### src/logic/mlx_pkg.sv
`default_nettype none
package mlx_pkg;
  // Operation selector presented by the instruction decoder
  localparam logic [2:0] OP_NONE        = 3'h0;
  localparam logic [2:0] OP_LIT_TO_PCL  = 3'h1;
  localparam logic [2:0] OP_LIT_TO_ACC  = 3'h2;
  localparam logic [2:0] OP_ACC_TO_REG  = 3'h3;
  localparam logic [2:0] OP_ACC_IND_UPD = 3'h4;
  localparam logic [2:0] OP_ACC_IND_REL = 3'h5;
  // Pointer update codes
  localparam logic [1:0] UPD_PRE_INC    = 2'h0;
  localparam logic [1:0] UPD_PRE_DEC    = 2'h1;
  localparam logic [1:0] UPD_POST_INC   = 2'h2;
  localparam logic [1:0] UPD_POST_DEC   = 2'h3;
  // Widths
  localparam int PCL_W  = 7;
  localparam int ACC_W  = 8;
  localparam int FADR_W = 7;
  localparam int PTR_W  = 16;
  localparam int OFS_W  = 6;
  // Reset values and the pointer step
  localparam logic [PCL_W-1:0] PCL_RST = 7'h00;
  localparam logic [ACC_W-1:0] ACC_RST = 8'h00;
  localparam logic [PTR_W-1:0] PTR_RST = 16'h0000;
  localparam logic [PTR_W-1:0] PTR_ONE = 16'h0001;
endpackage
`default_nettype wire

### src/logic/mlx_exec.sv
`default_nettype none
// Contract
// - Literal to pc latch loads 7-bit literal, no status flag change.
// - Literal to accumulator loads 8-bit literal, no status flag change.
// - Store accumulator to 7-bit addressed file register in one cycle.
// - Indirect store writes accumulator at address held by selected pointer.
// - Update code 00 pre-inc, 01 pre-dec, 10 post-inc, 11 post-dec, step one.
// - Pre modes write at updated pointer; post modes write original then update.
// - Relative form writes at pointer plus signed -32..31, pointer unchanged.
// - Pointer arithmetic wraps modulo 16 bits.
// - Indirect store and pointer updates never touch any status flag.
module mlx_exec (
  // Clock and reset
  input  wire logic                        clk_i,
  input  wire logic                        rst_i,
  // Decoded instruction
  input  wire logic                        exec_i,
  input  wire logic [2:0]                  op_i,
  input  wire logic [7:0]                  literal_i,
  input  wire logic                        ptr_sel_i,
  input  wire logic [1:0]                  upd_code_i,
  // Architectural state
  output logic [mlx_pkg::PCL_W-1:0]        pc_latch_o,
  output logic [mlx_pkg::ACC_W-1:0]        acc_o,
  output logic [mlx_pkg::PTR_W-1:0]        ptr0_o,
  output logic [mlx_pkg::PTR_W-1:0]        ptr1_o,
  // Write port to file registers and data memory
  output logic                             freg_we_o,
  output logic [mlx_pkg::FADR_W-1:0]       freg_addr_o,
  output logic                             mem_we_o,
  output logic [mlx_pkg::PTR_W-1:0]        mem_addr_o,
  output logic [mlx_pkg::ACC_W-1:0]        wr_data_o,
  // Status flag write enable, never raised here
  output logic                             flag_we_o
);
  import mlx_pkg::*;

  logic [PCL_W-1:0]  pcl_reg;
  logic [ACC_W-1:0]  acc_reg;
  logic [PTR_W-1:0]  ptr_reg [2];
  logic              freg_we_reg;
  logic [FADR_W-1:0] freg_addr_reg;
  logic              mem_we_reg;
  logic [PTR_W-1:0]  mem_addr_reg;
  logic [ACC_W-1:0]  wr_data_reg;

  // Pointer chosen by the one-bit index
  function automatic logic [PTR_W-1:0] pick_ptr(input logic             sel,
                                                input logic [PTR_W-1:0] p0,
                                                input logic [PTR_W-1:0] p1);
    pick_ptr = sel ? p1 : p0;
  endfunction

  // Plain 16-bit step drops the carry on purpose, so wrap comes for free
  function automatic logic [PTR_W-1:0] ptr_step(input logic [PTR_W-1:0] ptr,
                                                input logic             down);
    ptr_step = down ? ptr - PTR_ONE : ptr + PTR_ONE;
  endfunction

  // Instruction decode
  wire               do_pcl = exec_i && (op_i == OP_LIT_TO_PCL);
  wire               do_acc = exec_i && (op_i == OP_LIT_TO_ACC);
  wire               do_reg = exec_i && (op_i == OP_ACC_TO_REG);
  wire               do_upd = exec_i && (op_i == OP_ACC_IND_UPD);
  wire               do_rel = exec_i && (op_i == OP_ACC_IND_REL);
  // Both indirect forms share one write strobe
  wire               do_ind = do_upd || do_rel;
  wire               do_store = do_reg || do_ind;

  // Pointer arithmetic
  wire [PTR_W-1:0]   ptr_cur = pick_ptr(ptr_sel_i, ptr_reg[0], ptr_reg[1]);
  wire [PTR_W-1:0]   ptr_inc = ptr_step(ptr_cur, 1'h0);
  wire [PTR_W-1:0]   ptr_dec = ptr_step(ptr_cur, 1'h1);
  wire [PTR_W-1:0]   ptr_new = upd_code_i[0] ? ptr_dec : ptr_inc;
  // Pre modes address the updated value, post modes the original
  wire [PTR_W-1:0]   upd_addr = upd_code_i[1] ? ptr_cur : ptr_new;
  // Offset sits in the low six literal bits; the upper two are ignored
  wire [PTR_W-1:0]   ofs_ext = {{(PTR_W-OFS_W){literal_i[OFS_W-1]}}, literal_i[OFS_W-1:0]};
  wire [PTR_W-1:0]   rel_addr = ptr_cur + ofs_ext;
  wire [PTR_W-1:0]   ind_addr = do_rel ? rel_addr : upd_addr;

  always_ff @(posedge clk_i) begin
    if (rst_i) begin
      pcl_reg    <= PCL_RST;
      acc_reg    <= ACC_RST;
      ptr_reg[0] <= PTR_RST;
      ptr_reg[1] <= PTR_RST;
    end else begin
      if (do_pcl) pcl_reg <= literal_i[PCL_W-1:0];
      if (do_acc) acc_reg <= literal_i;
      if (do_upd) ptr_reg[ptr_sel_i] <= ptr_new;
    end
  end

  // Write strobes registered; the indirect port itself stores nothing
  // Address and data hold until the next store, only the strobes pulse
  always_ff @(posedge clk_i) begin
    if (rst_i) begin
      freg_we_reg   <= 1'h0;
      freg_addr_reg <= '0;
      mem_we_reg    <= 1'h0;
      mem_addr_reg  <= PTR_RST;
      wr_data_reg   <= ACC_RST;
    end else begin
      freg_we_reg <= do_reg;
      mem_we_reg  <= do_ind;
      if (do_reg) freg_addr_reg <= literal_i[FADR_W-1:0];
      if (do_ind) mem_addr_reg <= ind_addr;
      if (do_store) wr_data_reg <= acc_reg;
    end
  end

  assign pc_latch_o  = pcl_reg;
  assign acc_o       = acc_reg;
  assign ptr0_o      = ptr_reg[0];
  assign ptr1_o      = ptr_reg[1];
  assign freg_we_o   = freg_we_reg;
  assign freg_addr_o = freg_addr_reg;
  assign mem_we_o    = mem_we_reg;
  assign mem_addr_o  = mem_addr_reg;
  assign wr_data_o   = wr_data_reg;
  assign flag_we_o   = 1'h0;
endmodule
`default_nettype wire

### config.mk
export PLATFORM = sky130hd
export DESIGN_NAME = mlx_exec
export DESIGN_NICKNAME = d
export VERILOG_FILES = /design/src/logic/mlx_pkg.sv /design/src/logic/mlx_exec.sv
export SDC_FILE = /design/constraint.sdc
export NUM_CORES = 1
export LEC_CHECK = 0
export BUFFER_PORTS_ARGS = -buffer_cell sky130_fd_sc_hd__buf_2
export CORE_UTILIZATION = 58
export CTS_BUF_LIST = sky130_fd_sc_hd__clkbuf_2
export CTS_CLUSTER_SIZE = 24
export DETAILED_ROUTE_END_ITERATION = 8
export HOLD_SLACK_MARGIN = 0.05
export PLACE_DENSITY_LB_ADDON = 0.05
export SLEW_MARGIN = 20
export SYNTH_ARGS = -nofsm -noshare
export SYNTH_HDL_FRONTEND = slang
export SYNTH_SLANG_ARGS = --single-unit
### constraint.sdc
create_clock -name clk_i -period 4.28 [get_ports clk_i]
set_clock_uncertainty 0.15 [all_clocks]
set_input_delay 0.642 -clock clk_i [delete_from_list [all_inputs] [get_ports clk_i]]
set_output_delay 0.642 -clock clk_i [all_outputs]
set_load 0.01 [all_outputs]
* Word-level counts from Yosys, hierarchy flattened
Memories as Yosys holds them, arrays and structs flattened.
Index checks and enable logic that the tools add are counted.
** Operators by class
- Equal/unequal tests :: 5
- Reductions and logical operators :: 8
- Add/sub/neg operators :: 3
- Multiplexer cells :: 12
** Operators by type and width (number)
- $mux 16 :: 5
- $add 16x1->16 const B :: 1
- $add 16x16->16 :: 1
- $reduce_or 16->1 :: 1
- $sub 16x1->16 const B :: 1
- $mux 1 :: 7
- $eq 3x2->1 const B :: 2
- $eq 3x3->1 const B :: 2
- $logic_and 1x1->1 :: 5
- $eq 3x1->1 const B :: 1
- $logic_or 1x1->1 :: 2
** Storage, ports and cells
- Word-level logic and storage cells :: 36
- Output and inout bits :: 81
- RAM bits :: 32
- Bits in registers :: 48
- Bits of input ports :: 17
- Memories kept :: 1
** Memories
- ptr_reg :: words 2, bits a word 16, rd ports 2, clocked after Yosys merged registers in 0, wr ports 2, RTL line mlx_exec.sv:40 : logic [PTR_W-1:0] ptr_reg [2];

* Depth between registers and ports, before layout
Gate-level depths: netlist of run 1.
- Depth after elaboration :: 7
- Depth in mapped cells :: 12
- Gate-level depth less buffers :: 10

* Least setup slack after synthesis of run 1
No wires, ideal clock.
- Path type :: input to register
- From :: input ptr_sel_i
- To :: register mem_addr_reg[12], in the netlist mem_addr_o[12]
- Setup time :: 103 ps
- Data arrival time :: 3261 ps
- Path slack :: 766 ps
- Stages :: 11
- Buffers on the path :: 2
- Data required time :: 4027 ps
- Cells stage by stage :: buf_6 -> clkbuf_1 -> mux2_2 -> ha_1 -> o21ai_0 -> or2_2 -> a211oi_1 -> a21oi_2 -> mux2i_1 -> o311a_1 -> a2111oi_2
** Between the ends
- Word-level cells in the longest chain between the ends :: 5
- Elaborated cells on any way between the ends :: 7
- Classes of those cells :: add/sub (3); mux (4)
** RTL lines
- start, declared :: RTL line mlx_exec.sv:20 : input wire logic ptr_sel_i,
- $mux 16 (*) :: RTL line mlx_exec.sv:51 : pick_ptr = sel ? p1 : p0;
- $add 16x1->16 or $sub 16x1->16 (tied branches)
- $mux 16 :: RTL line mlx_exec.sv:74 : wire [PTR_W-1:0] ptr_new = upd_code_i[0] ? ptr_dec : ptr_inc;
- $mux 16 :: RTL line mlx_exec.sv:76 : wire [PTR_W-1:0] upd_addr = upd_code_i[1] ? ptr_cur : ptr_new;
- $mux 16 (*) :: RTL line mlx_exec.sv:80 : wire [PTR_W-1:0] ind_addr = do_rel ? rel_addr : upd_addr;
- end signal, assigned :: RTL line mlx_exec.sv:108 : if (do_ind) mem_addr_reg <= ind_addr;
- end, declared :: RTL line mlx_exec.sv:44 : logic [PTR_W-1:0] mem_addr_reg;
Mark *: on every way between the ends. The rest lies on a longest branch, timed or not.
A chain may end at the register's enable or synchronous reset.

* Final worst setup path of run 1
Ends and elaborated chain as after synthesis.

==> flow_summary_export.csv, run 1 <==
group,metric,value,unit
route,vias_per_cell,6.02,
floorplanning,start_util,0.604,
finish,multi_input_area,2920,um^2
worst_setup_path,crit_chain,"buf_2 -> mux2_2 -> fa_1 -> a211oi_1 -> o21ai_1 -> a211oi_2 -> nor2_1 -> a221oi_2 -> nand2_1 -> a2111oi_2",
global_routing,grt_usage,0.298,
global_routing,grt_pass1_vias,4183,
worst_setup_path,cp_max_fo,18,
clocking,clk_pin_slew,0.25,ns
worst_setup_path,crit_buf_inv,1,
pwr,ir_drop,0.190,mV
floorplanning,die_y,94.7,um
worst_hold_path,min_path_type,"input port to flip-flop",
logic_synthesis,synth_nets,604,
clocking,post-cts-setup-buffer-count,0,
logic_synthesis,synthArstFlopShare,0,
finish,seqCellArea,1920,um^2
floorplanning,io_pins,98,
worst_setup_path,max_stage_delay,0.47,ns
clocking,cts_sinks,80,
floorplanning,coreArea,8260,um^2
clocking,cts_made_buffers,9,
floorplanning,rows,33,
placed_design,gp_congestion,0.906,
worst_setup_path,start_kind,"input port",
sta,fin_crit_sh,0.771,
sta,max_slew_margin,0.347,
finish,fin_util,0.685,
pwr,power.total,0.00177,W
pwr,pwr-share-clk,0.271,
placed_design,port-buffer-count,96,
pwr,p_sw,0.000584,W
route,postRouteAntennaNets,0,
logic_synthesis,synth_area_per_cell,8.97,um^2
worst_setup_path,path_class,"input port to flip-flop",
finish,final_cell_mix,"buf_2, nor2_1, nand2_1",
route,postRouteWirelength,13.0,mm
pwr,seq_power_share,0.470,
clocking,hold_buffers,0,
logic_synthesis,synthFlopType,"dfxtp_1",
status,outcome,"completed",
sta,hold_viol_final,0,
sta,tns,0,ns
route,drt_pass1_iterations,5,
logic_synthesis,synthesis.area,4990,um^2
worst_setup_path,critPathTopFamily,"compound AO/OA/AOI/OAI gates",
sta,tightest_slew,0.976,ns
clocking,cts_root_buf,"clkbuf_2",
floorplanning,die_area,8980,um^2
finish,area_delta_synth_final,13.3,%
pwr,p_sw_frac,0.329,
clocking,cts.htree.levels,3,
worst_setup_path,end_kind,"flip-flop",
finish,diodes,0,
logic_synthesis,synth_edf_count,32,
global_routing,grt-ovfl-total,0,
logic_synthesis,seq_area_frac_synth,0.385,
worst_setup_path,reg2regPathDepth,9,
worst_setup_path,crit_slowest_cell,"fa_1",
global_routing,grt_max_degree,51,
route,vias,4508,
logic_synthesis,ys_ff_latch,80,
finish,fin_nets,687,
pwr,power.share.combinational,0.259,
clocking,cts.repair.resized,0,
sta,rsz0062_at_grt,"false",
sta,maxSlewViolCount,0,
route,drc,0,
pwr,p_leak,2.41,nW
clocking,clockBufferDepth,2,
floorplanning,die_x,94.7,um
clocking,clk_latency,0.55,ns
finish,n_fill_cell,725,
finish,final_common_cell,"buf_2",
global_routing,grt_antenna_before_repair,0,
logic_synthesis,ys_types,69,
sta,setup-violations-final,0,
worst_setup_path,worstPathRequired,4.63,ns
route,drtIter0Drc,217,
global_routing,grt_pass1_wl,20.5,mm
route,wl_per_cell,17.4,um
sta,min_period,3.30,ns
logic_synthesis,yosysWarnings,0,
clocking,cts_tree,"yes",
worst_setup_path,cp.arrival,3.65,ns
finish,largest_reg_flops,32,
job,maxCapViolCount,0,
logic_synthesis,syn_inst,556,
pwr,powerDensity,314,nW/um^2
sta,fmax,0.303,GHz
finish,drive_above_1_share,0.227,
placed_design,detailed_place_hpwl,9.44,mm
worst_hold_path,hold_depth,3,
pwr,intPower,0.00119,W
worst_setup_path,worst-path-stages,10,
[path summary, 6_finish.rpt]
kind / start / end / slack (ns)
setup / recovery: ptr_sel_i / mem_addr_o[12] / 0.98
hold / removal: literal_i[7] / acc_o[7] / 0.18
setup reg to reg: ptr_reg[1][1] / mem_addr_o[12] / 1.11
hold reg to reg: freg_addr_o[0] / freg_addr_o[0] / 0.32
[stage by stage]
stage / cells / setup WS [ns] / instance area [um^2] / hold WS (ns)
final: 749 / 0.981 / 5650 / 0.179
after global routing: 749 / 0.809 / 5650 / 0.157
after CTS: 749 / 1.02 / 5650 / 0.164
after detailed placement: 733 / 0.505 / 5510 / 0.291
after global placement: 733 / 0.596 / 5510 / 0.285
after floorplan: 556 / 0.766 / 4990 / 0.326
[power groups by stage]
stage                     Combinational, W  Clock (W)  Sequential (W)
after floorplan                   0.000319          0        0.000860
final                             0.000459   0.000481        0.000833
after global routing              0.000503   0.000513        0.000837
after global placement            0.000437          0        0.000847
after CTS                         0.000453   0.000486        0.000834
after detailed placement          0.000448          0        0.000848
[tightest hold or removal path: stages]
cell and delay (ns):
buf_2 0.07, mux2i_1 0.06, nor2_1 0.09
[cells by family (layout without fill, tap and decap cells)]
group | Yosys count | count (layout) | share of synthesized area
compound gates | 149 | 149 | 0.204
xor+xnor | 21 | 21 | 0.0369
fa+ha+maj | 31 | 31 | 0.0808
buf+inv | 35 | 123 | 0.0288
flops | 80 | 80 | 0.385
mux | 40 | 40 | 0.0853
other cells | 1 | 1 | 0.000752
simple gates | 199 | 199 | 0.179
[per-layer routing]
metal  global-route usage  share of wire
met1                0.377           0.44
met2                0.511           0.50
met3               0.0499          0.041
met4               0.0997          0.020
met5                    0              0
[area by class of cell]
cell class | count | share of cell area
timing repair buffer | 100 | 0.0903
multi-input combinational | 441 | 0.517
clock inverter | 7 | 0.0168
inverter | 7 | 0.00465
sequential | 80 | 0.340
clock buffer | 9 | 0.00797
tap | 105 | 0.0232
[cells in the mapped netlist, drive strengths merged (5+ instances only)]
| library cell | instances | share of area |
|---|---|---|
| a211oi | 10 | 0.016 |
| a21o | 10 | 0.015 |
| a21oi | 54 | 0.055 |
| buf | 7 | 0.0078 |
| clkbuf | 21 | 0.016 |
| dfxtp | 48 | 0.19 |
| edfxtp | 32 | 0.19 |
| ha | 29 | 0.073 |
| inv | 6 | 0.0045 |
| mux2 | 17 | 0.039 |
| mux2i | 23 | 0.046 |
| nand2 | 59 | 0.044 |
| nand2b | 5 | 0.0063 |
| nand3 | 9 | 0.0090 |
| nor2 | 80 | 0.060 |
| nor2b | 8 | 0.010 |
| nor3 | 13 | 0.014 |
| o211ai | 6 | 0.0090 |
| o21a | 7 | 0.011 |
| o21ai | 24 | 0.024 |
| xnor2 | 8 | 0.014 |
| xor2 | 13 | 0.023 |
(Power assumes the default switching activity.)
==> inputs of run 2 (changes only) <==
--- a/config.mk
+++ b/config.mk
@@ -5,6 +5,7 @@
 export SDC_FILE = /design/constraint.sdc
 export NUM_CORES = 1
 export LEC_CHECK = 0
+export ABC_AREA = 1
 export BUFFER_PORTS_ARGS = -buffer_cell sky130_fd_sc_hd__buf_2
 export CORE_UTILIZATION = 58
 export CTS_BUF_LIST = sky130_fd_sc_hd__clkbuf_2
==> constraint.sdc (replaced) <==
create_clock -name clk_i -period 3.4 [get_ports clk_i]
set_clock_uncertainty 0.15 [all_clocks]
set_input_delay 0.51 -clock clk_i [delete_from_list [all_inputs] [get_ports clk_i]]
set_output_delay 0.51 -clock clk_i [all_outputs]
set_load 0.01 [all_outputs]
==> flow_summary_export.csv, run 2 <==
group,metric,value,unit
clocking,clockBufferDepth,2,
worst_setup_path,cp.arrival,3.08,ns
logic_synthesis,synthMuxAreaShare,0,
sta,rsz0062_at_grt,"false",
logic_synthesis,synthArstFlopShare,0,
sta,setup_slack,0.619,ns
sta,tns,0,ns
route,postRouteAntennaNets,0,
clocking,cts_made_buffers,9,
sta,hold_viol_final,0,
sta,min_period,2.78,ns
pwr,p_leak,3.01,nW
floorplanning,die_area,9040,um^2
logic_synthesis,yosysWarnings,0,
sta,setup-violations-final,0,
finish,area_delta_synth_final,15.1,%
logic_synthesis,yosysMostFrequentCell,"nand2_1",
floorplanning,start_util,0.606,
sta,maxSlewViolCount,0,
sta,fin_crit_sh,0.818,
logic_synthesis,synthXorXnorAreaFrac,0.0157,
clocking,cts_sinks,80,
global_routing,grt.busiest_layer,"met2",
route,vias,5095,
global_routing,grt_pass1_wl,23.0,mm
logic_synthesis,synth_area_per_cell,7.11,um^2
route,postRouteWirelength,14.8,mm
logic_synthesis,synthFlopType,"dfxtp_1",
global_routing,grt-ovfl-total,0,
logic_synthesis,synth_edf_count,32,
placed_design,place_ws,0.299,ns
clocking,cts_tree,"yes",
route,drt_pass1_iterations,6,
worst_hold_path,min_path_type,"input port to flip-flop",
pwr,ir_drop,0.249,mV
placed_design,gp_congestion,0.983,
worst_setup_path,start_kind,"flip-flop",
logic_synthesis,synth_top_family_by_area,"simple AND/OR/NAND/NOR gates",
finish,largest_reg_flops,32,
route,wl_per_cell,16.2,um
logic_synthesis,seq_area_frac_synth,0.382,
floorplanning,die_x,95.1,um
global_routing,grt_usage,0.342,
sta,max_slew_margin,0.466,
worst_setup_path,worstPathRequired,3.70,ns
logic_synthesis,synthesis.area,5030,um^2
logic_synthesis,synth_nets,755,
logic_synthesis,ys_ff_latch,80,
floorplanning,coreArea,8300,um^2
logic_synthesis,synth-simple-area-share,0.318,
floorplanning,io_pins,98,
logic_synthesis,syn_inst,707,
clocking,clk_latency,0.54,ns
logic_synthesis,synth_top_area_share,0.191,
global_routing,grt_pass1_vias,4550,
status,outcome,"completed",
global_routing,grt_antenna_before_repair,0,
route,drtIter0Drc,293,
finish,final_common_cell,"nand2_1",
logic_synthesis,yosysTopAreaCell,"dfxtp_1",
global_routing,grt_use_met1,0.459,
finish,final_cell_mix,"nand2_1, nor2_1, buf_2",
clocking,cts.repair.resized,0,
global_routing,grtUsageMet2,0.554,
clocking,clk_pin_slew,0.27,ns
clocking,cts.htree.levels,3,
logic_synthesis,synth_fa_ha_area_frac,0.0802,
sta,fmax,0.360,GHz
logic_synthesis,ys_types,37,
job,maxCapViolCount,0,
logic_synthesis,synth_compound_area_frac,0.128,
global_routing,grt_max_degree,33,
finish,diodes,0,
floorplanning,die_y,95.1,um
sta,tightest_slew,0.799,ns
finish,fin_nets,854,
worst_setup_path,path_class,"flip-flop to flip-flop",
pwr,powerDensity,403,nW/um^2
placed_design,detailed_place_hpwl,11.5,mm
clocking,cts_root_buf,"clkbuf_2",
finish,drive_above_1_share,0.184,
worst_setup_path,cp_max_fo,4,
route,drc,0,
route,vias_per_cell,5.56,
logic_synthesis,synth.top_cells.by_count,"nand2_1, nor2_1, inv_1",
worst_setup_path,end_kind,"flip-flop",
logic_synthesis,ys_top_cells_by_area,"dfxtp_1, edfxtp_1, nand2_1",
floorplanning,rows,33,
placed_design,port-buffer-count,96,
global_routing,met3_usage,0.0494,
run 2: cell types whose count changed in the layout (fill, tap and decap cells not counted), sizes merged, moves of 6 or more:
cell / before / now
nor3: 13 / 2
buf: 100 / 106
nand2: 59 / 167
nand3: 9 / 60
nor2: 80 / 122
nor2b: 8 / 0
o21ai: 24 / 58
xor2: 13 / 6
o21a: 7 / 0
mux2i: 23 / 0
a21o: 10 / 3
a211oi: 10 / 0
inv: 7 / 77
mux2: 17 / 0
run 2: kinds of logic after synthesis:
family	Yosys count
other	1
buffers and inverters	93
AO/OA/AOI/OAI	121
flip-flops	80
XOR/XNOR	9
adder cells (fa/ha/maj)	31
AND/OR/NAND/NOR	372
run 2: through the flow:
step	hold WS (ns)	utilization	power, W	std cells	area (um^2)
finish	0.110	0.697	0.00233	916	5790
global route	0.108	0.697	0.00244	916	5790
CTS	0.0972	0.697	0.00233	916	5790
detailed placement	0.283	0.677	0.00168	899	5620
global placement	0.280	0.677	0.00167	899	5620
floorplan	0.318	-	0.00148	707	5030
run 2: worst max-delay path, cell delays in order, from the launching register on:
cell and delay, ns:
edfxtp_1 0.47, or2_2 0.30, o21ai_0 0.09, inv_1 0.16
fa_1 0.46, nand3_1 0.10, nand2_1 0.14, nand2_1 0.09
nand2_1 0.10, nand2_1 0.10, nand2_1 0.05, nand2_1 0.07
nand3_1 0.12, nand2_1 0.12, nand3_1 0.07, nand2_1 0.07
inv_1 0.03
run 2: final cells by class:
cell class,instances,area [um^2]
timing repair buffer,107,566
clock inverter,7,109
multi-input combinational,534,2730
tap,105,131
inverter,74,283
clock buffer,9,45.0
sequential,80,1920
fill,744,2510
run 2: worst paths after layout:
check | startpoint | end | slack (ns) | depth (start not counted)
worst max-delay path | ptr_reg[1][1] | mem_addr_o[14] | 0.62 | 16
worst min-delay path | literal_i[6] | pc_latch_o[6] | 0.11 | 3
worst max register to register | ptr_reg[1][1] | mem_addr_o[14] | 0.62 | 16
worst min register to register | freg_addr_o[5] | freg_addr_o[5] | 0.30 | 2
run 2: metal layers:
| layer | up-vias | share of wire |
|---|---|---|
| li1 | 2514 | - |
| met1 | 2316 | 0.43 |
| met2 | 233 | 0.46 |
| met3 | 32 | 0.073 |
| met4 | 0 | 0.031 |
| met5 | - | 0 |
run 2: where the power goes:
part,switching (W),total (W),internal (W),leakage (nW)
clock network,0.000393,0.000655,0.000261,0.0909
logic,0.000404,0.000611,0.000207,2.20
registers,0.0000241,0.00106,0.00104,0.723
run 2: timing repair:
| item | CTS | global route |
|---|---|---|
| buffers inserted | 0 | 0 |
| endpoints found under the hold margin | 1 | 0 |
| hold buffers | 1 | 0 |
==> inputs of run 3 (changes only) <==
--- a/config.mk
+++ b/config.mk
@@ -7,7 +7,7 @@
 export LEC_CHECK = 0
 export ABC_AREA = 1
 export BUFFER_PORTS_ARGS = -buffer_cell sky130_fd_sc_hd__buf_2
-export CORE_UTILIZATION = 58
+export CORE_UTILIZATION = 52
 export CTS_BUF_LIST = sky130_fd_sc_hd__clkbuf_2
 export CTS_CLUSTER_SIZE = 24
 export DETAILED_ROUTE_END_ITERATION = 8
==> constraint.sdc (replaced) <==
create_clock -name clk_i -period 2.5 [get_ports clk_i]
set_clock_uncertainty 0.15 [all_clocks]
set_input_delay 0.375 -clock clk_i [delete_from_list [all_inputs] [get_ports clk_i]]
set_output_delay 0.375 -clock clk_i [all_outputs]
set_load 0.01 [all_outputs]
==> flow_summary_export.csv, run 3 (same netlist as run 2, synthesis figures left out) <==
group,metric,value,unit
sta,fin_crit_sh,0.951,
worst_setup_path,end_kind,"flip-flop",
pwr,seq_power_share,0.451,
clocking,cts_tree,"yes",
finish,fin_util,0.695,
placed_design,detailed_place_hpwl,11.4,mm
clocking,cts_sinks,80,
finish,drive_above_1_share,0.262,
placed_design,gp_congestion,0.916,
worst_setup_path,r2r_start,"ptr_reg[1][1]",
floorplanning,start_util,0.541,
sta,min_period,2.38,ns
finish,largest_reg_flops,32,
clocking,cts_made_buffers,9,
route,vias_per_cell,5.24,
route,postRouteAntennaNets,0,
job,maxCapViolCount,0,
route,drt_pass1_iterations,5,
pwr,intPower,0.00208,W
global_routing,grt_usage,0.315,
floorplanning,die_x,100,um
worst_setup_path,crit_path_start,"ptr_reg[1][1]",
route,postRouteWirelength,15.1,mm
floorplanning,io_pins,98,
pwr,p_sw,0.00112,W
sta,setup_slack,0.123,ns
pwr,power.share.combinational,0.309,
global_routing,grt_antenna_before_repair,0,
floorplanning,die_y,100,um
sta,setup-violations-final,0,
finish,final_cell_mix,"nand2_1, nor2_1, buf_2",
placed_design,port-buffer-count,96,
global_routing,grt-ovfl-total,0,
route,vias,5288,
status,outcome,"completed",
global_routing,grt_pass1_wl,24.4,mm
floorplanning,coreArea,9280,um^2
worst_setup_path,cp.arrival,2.71,ns
clocking,cts_root_buf,"clkbuf_2",
pwr,pwr-share-clk,0.240,
finish,stdcell_count,1010,
pwr,powerDensity,497,nW/um^2
worst_setup_path,cp_max_fo,4,
clocking,clockBufferDepth,2,
worst_setup_path,start_kind,"flip-flop",
floorplanning,die_area,10100,um^2
clocking,clk_pin_slew,0.26,ns
route,drc,0,
worst_hold_path,min_from,"upd_code_i[1]",
placed_design,dp_cells,982,
finish,final_common_cell,"nand2_1",
worst_hold_path,min_path_type,"input port to flip-flop",
worst_setup_path,path_class,"flip-flop to flip-flop",
sta,fmax,0.421,GHz
pwr,ir_drop,0.292,mV
finish,fin_nets,924,
sta,hold_viol_final,0,
worst_setup_path,worstPathRequired,2.83,ns
sta,holdWs,0.102,ns
global_routing,grt_max_degree,42,
finish,diodes,0,
floorplanning,rows,35,
pwr,p_leak,3.35,nW
global_routing,grt_pass1_vias,4935,
pwr,p_sw_frac,0.351,
clocking,clk_latency,0.55,ns
finish,area_delta_synth_final,28.3,%
placed_design,place_ws,-0.215,ns
pwr,power.total,0.00321,W
route,drtIter0Drc,313,
route,wl_per_cell,15.0,um
clocking,cts.htree.levels,3,
sta,maxSlewViolCount,0,
-- run 3: timing repair --
| item | 4_1_cts | 5_1_grt |
|---|---|---|
| endpoints found under the hold margin | 24 | 0 |
| hold buffers | 11 | 0 |
| endpoints found under the setup margin | 27 | 32 |
| pin swaps | 0 | 3 |
| gates resized for setup | 2 | 20 |
| buffers inserted | 1 | 0 |
-- run 3: area by class of cell --
class | instances | area (um^2)
multi-input combinational | 534 | 2820
sequential | 80 | 1920
fill | 839 | 2830
clock inverter | 6 | 75.1
inverter | 74 | 285
tap | 129 | 161
clock buffer | 10 | 50.0
timing repair buffer | 177 | 1140
-- run 3: path summary, 6_finish.rpt --
check	cells past startpoint	slack [ns]	endpoint
min reg2reg	2	0.31	freg_addr_o[4]
max	16	0.12	mem_addr_o[11]
min	4	0.10	mem_addr_o[0]
max reg2reg	16	0.12	mem_addr_o[11]
-- run 3: worst max-delay path, stage by stage (launching register included) --
cell and delay [ns]:
edfxtp_1 0.45, or2_4 0.28, o21ai_4 0.08, inv_4 0.07
ha_1 0.27, nand2_1 0.06, inv_1 0.06, nand2_4 0.07
nand2_4 0.05, nand2_2 0.06, nand2_2 0.08, nand2_1 0.12
nand2_1 0.06, nand2_1 0.07, nand3_1 0.14, a21oi_1 0.18
nor2_1 0.05
-- run 3: through the flow --
stage	setup TNS [ns]	cell area, um^2
detailed placement	-5.38	6140
global route	-0.00327	6450
finish	0	6450
floorplan	0	5040
global placement	-2.69	6140
CTS	0	6380
-- run 3: power groups by stage --
stage	logic [W]	registers [W]	clock network, W
2_1_floorplan	0.000528	0.00150	0
3_3_place_gp	0.000917	0.00147	0
3_5_place_dp	0.000939	0.00147	0
4_1_cts	0.000958	0.00144	0.000794
5_1_grt	0.00110	0.00145	0.000839
6_report	0.000992	0.00144	0.000769
-- run 3: per-layer routing --
layer,routed length [um],GRT usage,up-vias
li1,-,-,2653
met1,7040,0.435,2436
met2,7050,0.518,181
met3,814,0.0425,18
met4,224,0.0825,0
met5,0,0,-
